File: config.mk
export PLATFORM = sky130hd
export DESIGN_NAME = xcvr_cfg_regs
export DESIGN_NICKNAME = d
export VERILOG_FILES = /design/src/hdl/xcvr_cfg_pkg.sv /design/src/hdl/xcvr_cfg_regs.sv
export VERILOG_INCLUDE_DIRS = /design/src /design/src/hdl
export SDC_FILE = /design/constraint.sdc
export NUM_CORES = 1
export LEC_CHECK = 0
export BUFFER_PORTS_ARGS = -buffer_cell sky130_fd_sc_hd__buf_2
export CAP_MARGIN = 20
export CELL_PAD_IN_SITES_DETAIL_PLACEMENT = 1
export CELL_PAD_IN_SITES_GLOBAL_PLACEMENT = 2
export CORE_UTILIZATION = 35
export DETAILED_ROUTE_END_ITERATION = 6
export GPL_TIMING_DRIVEN = 0
export PLACE_DENSITY = 0.95
export SLEW_MARGIN = 10
export SYNTH_ARGS = -nofsm -noshare
export SYNTH_HDL_FRONTEND = slang
export SYNTH_SLANG_ARGS = --single-unit
File: constraint.sdc
create_clock -name clk -period 4.3 [get_ports clk]
set_input_delay 0.86 -clock clk [delete_from_list [all_inputs] [get_ports clk]]
set_output_delay 0.86 -clock clk [all_outputs]
set_load 0.01 [all_outputs]
File: src/hdl/xcvr_cfg_params.svh
// register numbers, field positions, reset values and timing counts
// assumes inclusion by the register bank and its bench
`ifndef XCVR_CFG_PARAMS_SVH
`define XCVR_CFG_PARAMS_SVH

`define REG_AUTO_ANSWER 8'h00
`define REG_DISC_CHAR 8'h02
`define REG_SETUP_TMO 8'h07
`define REG_RECOV_TMO 8'h0A
`define REG_GUARD 8'h0C
`define REG_RESP_BITS 8'h0E
`define REG_BIT_RATE 8'h17
`define REG_FLOW_BITS 8'h27
`define REG_GROUP_ID 8'h68
`define REG_NODE_ID 8'h69
`define REG_IO_CFG 8'h6B
`define REG_TX_LEVEL 8'h6C

`define RST_AUTO_ANSWER 8'h00
`define RST_DISC_CHAR 8'h7E
`define RST_SETUP_TMO 8'h0A
`define RST_RECOV_TMO 8'h0A
`define RST_GUARD 8'h14
`define RST_RESP_BITS 8'h05
`define RST_BIT_RATE 8'h04
`define RST_FLOW_BITS 8'h00
`define RST_GROUP_ID 8'h01
`define RST_NODE_ID 8'h02
`define RST_IO_CFG 8'hC1
`define RST_TX_LEVEL 8'h03

`define AA_IGNORE 8'h00
`define AA_ANSWER 8'h01
`define AA_BROADCAST 8'h80

`define RESP_ECHO_BIT 0
`define RESP_QUIET_BIT 1
`define RESP_WORDS_BIT 2

`define FLOW_OFF 8'h00
`define FLOW_HW 8'h03
`define FLOW_SW 8'h04

`define IO_ANALOG_BIT 0
`define IO_DIR_LSB 2

`define TMO_MAX_S 8'h3C
`define RATE_MIN 8'h01
`define RATE_MAX 8'h0A

`define CLK_HZ 10000000
`define GUARD_UNIT_NS 1000000
`define CLK_PERIOD_NS 100
`define CYC_PER_MS (`GUARD_UNIT_NS / `CLK_PERIOD_NS)

`endif

File: src/hdl/xcvr_cfg_pkg.sv
// types shared by the register bank and its bench
package xcvr_cfg_pkg;
	typedef struct packed {
		logic wr;
		logic rd;
		logic [7:0] num;
		logic [7:0] data;
	} reg_cmd_t;

	typedef struct packed {
		logic echo_on;
		logic result_quiet;
		logic word_responses;
	} resp_mode_t;

	typedef enum logic [1:0] {
		G_IDLE = 2'b00,
		G_PRE = 2'b01,
		G_POST = 2'b10
	} guard_state_t;
endpackage

File: src/hdl/xcvr_cfg_regs.sv
// configuration register bank of the transceiver's controller
// assumes a command parser on clk that turns set and query text into cmd pulses
// How it works
// - auto answer 0 ignore, 1 answer, 128 broadcast
// - disconnect character 8 bits, default 126
// - setup timeout 0-60 seconds, default 10
// - recovery timeout 0-60 seconds, default 10
// - guard window ms, default 20, both sides
// - foreign character in window cancels disconnect
// - response bits mirror echo, quiet, format
// - bit rate codes 1-10, default 4
// - flow register mirrors flow control command
// - group id default 1 filters peers
// - io bit 0 makes analog pins analog
// - io bits 2-7 set line directions
// - lines four, five output only if digital
// - transmit level codes 0-3, default 3
// - flow code 0 off, 3 hardware, 4 software
// - set writes register, query returns value
`timescale 1ns/1ps
`include "xcvr_cfg_params.svh"

module xcvr_cfg_regs #(
	parameter int GUARD_CYC_PER_MS = `CYC_PER_MS
) (
	// clock and reset
	input wire logic clk,
	input wire logic sys_rst,
	// register commands from the parser
	input wire xcvr_cfg_pkg::reg_cmd_t cmd,
	input wire logic factory_restore,
	output logic cmd_ok,
	output logic cmd_err,
	output logic [7:0] rd_data,
	// mode commands
	input wire logic echo_cmd_valid,
	input wire logic echo_cmd_val,
	input wire logic quiet_cmd_valid,
	input wire logic quiet_cmd_val,
	input wire logic format_cmd_valid,
	input wire logic format_cmd_val,
	input wire logic flow_cmd_valid,
	input wire logic [7:0] flow_cmd_val,
	// serial character stream, in link data mode
	input wire logic rx_char_valid,
	input wire logic [7:0] rx_char,
	output logic disconnect_req,
	// link control
	input wire logic link_request,
	input wire logic power_up_done,
	output logic auto_answer,
	output logic broadcast_enter,
	input wire logic [7:0] peer_group,
	output logic group_match,
	// configuration outputs
	output logic [7:0] disconnect_char,
	output logic [7:0] setup_timeout_s,
	output logic [7:0] recovery_timeout_s,
	output logic [7:0] guard_ms,
	output xcvr_cfg_pkg::resp_mode_t resp_mode,
	output logic [7:0] bit_rate_code,
	output logic [16:0] bit_rate_bps,
	output logic [7:0] flow_mode,
	output logic [7:0] group_id,
	output logic [7:0] node_id,
	output logic analog_mode,
	output logic [5:0] line_is_input,
	output logic [5:0] line_out_allowed,
	output logic [1:0] tx_level_code,
	output logic signed [4:0] tx_level_dbm
);

	// ==========================================================
	// register storage
	logic [7:0] aa_r, dc_r, su_r, rc_r, gd_r, rs_r, br_r, fl_r, gi_r, ni_r, io_r, tl_r;

	wire is_aa = cmd.num == `REG_AUTO_ANSWER;
	wire is_dc = cmd.num == `REG_DISC_CHAR;
	wire is_su = cmd.num == `REG_SETUP_TMO;
	wire is_rc = cmd.num == `REG_RECOV_TMO;
	wire is_gd = cmd.num == `REG_GUARD;
	wire is_rs = cmd.num == `REG_RESP_BITS;
	wire is_br = cmd.num == `REG_BIT_RATE;
	wire is_fl = cmd.num == `REG_FLOW_BITS;
	wire is_gi = cmd.num == `REG_GROUP_ID;
	wire is_ni = cmd.num == `REG_NODE_ID;
	wire is_io = cmd.num == `REG_IO_CFG;
	wire is_tl = cmd.num == `REG_TX_LEVEL;
	wire mapped = is_aa | is_dc | is_su | is_rc | is_gd | is_rs | is_br | is_fl |
		is_gi | is_ni | is_io | is_tl;

	// out-of-range values are refused, so stored values stay documented
	wire aa_ok = cmd.data == `AA_IGNORE || cmd.data == `AA_ANSWER || cmd.data == `AA_BROADCAST;
	wire tmo_ok = cmd.data <= `TMO_MAX_S;
	wire br_ok = cmd.data >= `RATE_MIN && cmd.data <= `RATE_MAX;
	wire fl_ok = cmd.data == `FLOW_OFF || cmd.data == `FLOW_HW || cmd.data == `FLOW_SW;
	wire tl_ok = cmd.data <= 8'h03;
	wire val_ok = is_aa ? aa_ok : (is_su | is_rc) ? tmo_ok : is_br ? br_ok :
		is_fl ? fl_ok : is_tl ? tl_ok : 1'b1;
	wire wr_ok = cmd.wr && mapped && val_ok;
	wire bad = (cmd.wr || cmd.rd) && !(mapped && (cmd.rd || val_ok));
	wire [7:0] io_wr_val = {cmd.data[7:2], 1'b0, cmd.data[0]}; // reserved bit reads zero

	wire [7:0] next_rd_data = is_aa ? aa_r : is_dc ? dc_r : is_su ? su_r : is_rc ? rc_r :
		is_gd ? gd_r : is_rs ? rs_r : is_br ? br_r : is_fl ? fl_r : is_gi ? gi_r :
		is_ni ? ni_r : is_io ? io_r : is_tl ? tl_r : 8'h00;

	wire dflt = sys_rst || factory_restore;

	wire [7:0] next_rs = {5'h00,
		format_cmd_valid ? format_cmd_val : rs_r[`RESP_WORDS_BIT],
		quiet_cmd_valid ? quiet_cmd_val : rs_r[`RESP_QUIET_BIT],
		echo_cmd_valid ? echo_cmd_val : rs_r[`RESP_ECHO_BIT]};
	wire flow_cmd_ok = flow_cmd_valid && (flow_cmd_val == `FLOW_OFF ||
		flow_cmd_val == `FLOW_HW || flow_cmd_val == `FLOW_SW);

	always_ff @(posedge clk) begin
		if (dflt) begin
			aa_r <= `RST_AUTO_ANSWER;
			dc_r <= `RST_DISC_CHAR;
			su_r <= `RST_SETUP_TMO;
			rc_r <= `RST_RECOV_TMO;
			gd_r <= `RST_GUARD;
			rs_r <= `RST_RESP_BITS;
			br_r <= `RST_BIT_RATE;
			fl_r <= `RST_FLOW_BITS;
			gi_r <= `RST_GROUP_ID;
			ni_r <= `RST_NODE_ID;
			io_r <= `RST_IO_CFG;
			tl_r <= `RST_TX_LEVEL;
		end else begin
			if (wr_ok && is_aa) aa_r <= cmd.data;
			if (wr_ok && is_dc) dc_r <= cmd.data;
			if (wr_ok && is_su) su_r <= cmd.data;
			if (wr_ok && is_rc) rc_r <= cmd.data;
			if (wr_ok && is_gd) gd_r <= cmd.data;
			if (wr_ok && is_rs) rs_r <= {5'h00, cmd.data[2:0]};
			else rs_r <= next_rs;
			if (wr_ok && is_br) br_r <= cmd.data;
			if (wr_ok && is_fl) fl_r <= cmd.data;
			else if (flow_cmd_ok) fl_r <= flow_cmd_val;
			if (wr_ok && is_gi) gi_r <= cmd.data;
			if (wr_ok && is_ni) ni_r <= cmd.data;
			if (wr_ok && is_io) io_r <= io_wr_val;
			if (wr_ok && is_tl) tl_r <= cmd.data;
		end
	end

	// ==========================================================
	// command answers, one cycle after the request
	always_ff @(posedge clk) begin
		if (sys_rst) begin
			cmd_ok <= 1'b0;
			cmd_err <= 1'b0;
			rd_data <= 8'h00;
		end else begin
			cmd_ok <= (cmd.wr || cmd.rd) && !bad;
			cmd_err <= bad;
			if (cmd.rd && mapped) rd_data <= next_rd_data;
		end
	end

	// ==========================================================
	// disconnect guard: quiet, sequence character, quiet
	xcvr_cfg_pkg::guard_state_t gst;
	logic [13:0] ms_cnt;
	logic [7:0] ms_left;
	logic [7:0] quiet_ms;
	wire ms_tick = ms_cnt == 14'(GUARD_CYC_PER_MS - 1);
	wire quiet_ok = quiet_ms >= gd_r;
	wire disc_hit = rx_char_valid && rx_char == dc_r;

	always_ff @(posedge clk) begin
		if (sys_rst || rx_char_valid) ms_cnt <= 14'h0000;
		else if (ms_tick) ms_cnt <= 14'h0000;
		else ms_cnt <= ms_cnt + 14'h0001;
	end

	// saturating quiet time since the last character
	always_ff @(posedge clk) begin
		if (sys_rst || rx_char_valid) quiet_ms <= 8'h00;
		else if (ms_tick && quiet_ms != 8'hFF) quiet_ms <= quiet_ms + 8'h01;
	end

	always_ff @(posedge clk) begin
		if (sys_rst) begin
			gst <= xcvr_cfg_pkg::G_IDLE;
			ms_left <= 8'h00;
			disconnect_req <= 1'b0;
		end else begin
			disconnect_req <= 1'b0;
			unique case (gst)
				xcvr_cfg_pkg::G_IDLE: begin
					if (disc_hit && quiet_ok) begin
						gst <= xcvr_cfg_pkg::G_POST;
						ms_left <= gd_r;
					end
				end
				xcvr_cfg_pkg::G_POST: begin
					if (rx_char_valid) begin
						gst <= xcvr_cfg_pkg::G_IDLE;
					end else if (ms_left == 8'h00) begin
						gst <= xcvr_cfg_pkg::G_IDLE;
						disconnect_req <= 1'b1;
					end else if (ms_tick) begin
						ms_left <= ms_left - 8'h01;
					end
				end
				default: gst <= xcvr_cfg_pkg::G_IDLE;
			endcase
		end
	end

	// ==========================================================
	// link behaviour and outputs
	always_ff @(posedge clk) begin
		if (sys_rst) begin
			auto_answer <= 1'b0;
			broadcast_enter <= 1'b0;
		end else begin
			auto_answer <= link_request && aa_r == `AA_ANSWER;
			broadcast_enter <= power_up_done && aa_r == `AA_BROADCAST;
		end
	end

	assign group_match = peer_group == gi_r;

	always_ff @(posedge clk) begin
		if (sys_rst) begin
			bit_rate_bps <= 17'd9600;
			tx_level_dbm <= 5'sd10;
		end else begin
			unique case (br_r[3:0])
				4'h1: bit_rate_bps <= 17'd1200;
				4'h2: bit_rate_bps <= 17'd2400;
				4'h3: bit_rate_bps <= 17'd4800;
				4'h5: bit_rate_bps <= 17'd14400;
				4'h6: bit_rate_bps <= 17'd19200;
				4'h7: bit_rate_bps <= 17'd28800;
				4'h8: bit_rate_bps <= 17'd38400;
				4'h9: bit_rate_bps <= 17'd57600;
				4'hA: bit_rate_bps <= 17'd115200;
				default: bit_rate_bps <= 17'd9600;
			endcase
			unique case (tl_r[1:0])
				2'h0: tx_level_dbm <= -5'sd5;
				2'h1: tx_level_dbm <= 5'sd0;
				2'h2: tx_level_dbm <= 5'sd5;
				2'h3: tx_level_dbm <= 5'sd10;
			endcase
		end
	end

	assign disconnect_char = dc_r;
	assign setup_timeout_s = su_r;
	assign recovery_timeout_s = rc_r;
	assign guard_ms = gd_r;
	assign resp_mode = {rs_r[`RESP_ECHO_BIT], rs_r[`RESP_QUIET_BIT], rs_r[`RESP_WORDS_BIT]};
	assign bit_rate_code = br_r;
	assign flow_mode = fl_r;
	assign group_id = gi_r;
	assign node_id = ni_r;
	assign analog_mode = io_r[`IO_ANALOG_BIT];
	assign line_is_input = io_r[7:`IO_DIR_LSB];
	// shared pins may drive only while the analog function is off
	assign line_out_allowed = {~io_r[7] & ~io_r[0], ~io_r[6] & ~io_r[0], ~io_r[5:2]};
	assign tx_level_code = tl_r[1:0];

endmodule // xcvr_cfg_regs
==> metrics.cfg <==
[drt]
met2_length_microns=13930
m1WireLength_microns=12180
highest_layer=met4
via_count=7454
avgViaCountPerCell=5.559
initialDrtViolationCount=447
drc=0
wire_per_inst_microns=21.23
first_pass_iters=5
wl_met3_microns=1580
ant_nets=0
drt-total-wl_microns=28470

[cts]
root_buffer=clkbuf_16
path_clk_slew_ns=0.07
cts_buffers=17
cts_resized=0
cts_tree=done
post_cts_buffers=0
cts-htree-levels=4
clockBufferDepth=2
clkLatencyLatePin_ns=0.44
cts_hold_buf=0
cts.sinks=151

[timing]
finalSetupTns_ns=0
setup_viol=0
max_slew_margin_pct=36.90
hold_slack_ns=0.4573
period_minus_slack_ns=2.995
slew_viol_final=0
fmaxAchievable_mhz=333.9
finalHoldViolCount=0
setup_ws_ns=1.305
rsz0062_at_grt=no
finClkSkew_ns=0.008386
worst_pin_slew_ns=0.9464
fin_crit_sh_pct=69.66

[power_and_ir_drop]
p_per_area_nw_per_um2=332.4
p_leak_nw=3.903
power_mw=3.110
ir_drop_v=0.0002711

[layout]
antenna_cells=0
layout_commonest_cell=buf_2
fin_cells=1341
area_delta_synth_final_pct=23.01
multi_input_area_sq_um=4225
fillers=2599
drive_above_1_share_pct=22.89
layout_common_cells=176 x buf_2, 151 x dfxtp_1, 97 x nor2_1
seqCellArea_sq_um=3023
nets=1127

[setup_path]
start_kind=primary input
path_cells=buf_2, buf_2, clkbuf_1, nand3b_1, o311ai_0, a32o_1, a21oi_1, o221a_2
regToRegStartpoint=ms_cnt[0]
crit_end=rd_data[0]
crit_top_cell=buf_2
critical_path_class=primary input to register
crit_start=cmd[11]
required_ns=4.63
cp.arrival_ns=3.33
r2r-end=ms_left[2]
crit_slowest_cell=o311ai_0
reg2reg_depth=8
crit_fanout=10
end_kind=register
reg2reg_setup_slack_ns=1.72
critPathMaxStageDelay_ns=0.69

[flow_run]
drv_cap=0

[floorplan]
fp.dieH_microns=149.4
dieWidth_microns=149.4
io_pins=173
placementRows=53
core_sq_um=21150
die-area_sq_um=22320
initial_core_util_pct=35.96

[yosys]
mappedNetlistArea_sq_um=7606
synth_cell_type_count=74
yosys_register_bits=151
synth-edff-count=0
synthFlopType=dfxtp_1
postSynthAreaPerCell_sq_um=8.763
yosysSeqAreaShare_pct=39.74
async_flop_share_pct=0
synth_warnings=0
syn_inst=868

[worst_hold_path]
hp-class=register to register

[grt]
grtUsageTotal_pct=26.10
grt_pass1_wl_microns=43550
grt_overflow_total=0
grt_antenna_before_repair=0
grt_pass1_vias=7492
grt_max_degree=17

[placement]
port_buffers=163
dp.cells=1309
post-place-ws_ns=0.9660
place.gp.congestion=0.9605
dpl.hpwl_microns=21240

[status]
status=complete, no violations

-- worst max-delay path: cells and delay by family --
kind            cells  cell delay [ns]
compound gates      4             1.35
buf+inv             3             0.69
simple gates        1             0.42
-- layer usage --
layer  up-vias  GRT usage [%]
li1       3472              -
met1      3651          31.97
met2       274          45.16
met3        57          5.152
met4         0          9.184
met5         -              0
-- cell usage after synthesis (all sizes together) (5+ instances only) --
cell     instances  share of area [%]
nor4b            6               0.89
nor4            10                1.1
nand3           31                2.0
nor3            30                2.0
dfxtp          151                 40
clkbuf          35                1.7
nand3b           8               0.79
mux2i           71                9.3
a31oi            9               0.74
nand2b          12               0.99
o2bb2ai          5               0.58
a211oi           9               0.89
o21ai           30                2.0
nor2b           10               0.82
o211ai           7               0.69
or3              7               0.58
nor3b            9               0.95
nand4           11               0.90
xnor2           21                2.4
and3            28                2.3
buf             26                1.8
nand2           64                3.2
ha              19                3.1
a21oi           21                1.4
inv             26                1.3
or2             10               0.82
nor2            97                4.8
xor2            13                1.5
a22oi            5               0.49
and2            10               0.82
o22ai            8               0.66
-- layout make-up --
cell class | instances | share of cell area [%]
inverter | 26 | 1.043
buffer | 61 | 2.902
timing repair buffer | 163 | 8.719
clock inverter | 14 | 1.498
tap | 275 | 3.677
sequential | 151 | 32.31
multi-input combinational | 633 | 45.16
clock buffer | 18 | 4.694
-- worst min path at each step --
stage	slack, ns	endpoint	depth (start not counted)	startpoint
final	0.46	rd_data[4]	2	rd_data[4]
after detailed placement	0.45	rd_data[4]	2	rd_data[4]
after CTS	0.46	rd_data[4]	2	rd_data[4]
after global routing	0.50	ms_cnt[0]	1	ms_cnt[0]
after floorplan	0.43	ms_cnt[0]	1	ms_cnt[0]
after global placement	0.44	ms_cnt[0]	1	ms_cnt[0]
-- state kept, by name, indices dropped and copies added (netlist names) --
register and count:
tl_r 8, gst 1, disconnect_req 1, disconnect_char 8, rs_r 3, aa_r 8
cmd_ok 1, flow_mode 8, io_r 7, guard_ms 8, ms_left 8, group_id 8
recovery_timeout_s 8, broadcast_enter 1, quiet_ms 8, auto_answer 1, rd_data 8, cmd_err 1
tx_level_dbm 4, bit_rate_code 8, node_id 8, setup_timeout_s 8, bit_rate_bps 13, ms_cnt 14
-- report_power, final --
part	internal, mW	switching, mW
Clock	0.827	0.668
Sequential	1.40	0.00361
Combinational	0.0667	0.143
-- cell families after synthesis --
| group | Yosys count | synth area share, % |
|---|---|---|
| XOR/XNOR | 34 | 3.915 |
| buffers and inverters | 87 | 4.853 |
| flip-flops | 151 | 39.74 |
| multiplexers | 74 | 9.788 |
| adder cells (fa/ha/maj) | 19 | 3.126 |
| AO/OA/AOI/OAI | 139 | 13.06 |
| AND/OR/NAND/NOR | 363 | 25.46 |
| other | 1 | 0.04930 |
-- per-stage QoR --
step	utilization, %	area, sq um
after global routing	44.23	9356
after global placement	41.49	8777
final	44.23	9356
after CTS	44.23	9356
after detailed placement	41.49	8777
after floorplan	-	7617
No activity file was read; power rests on OpenSTA's default activity.
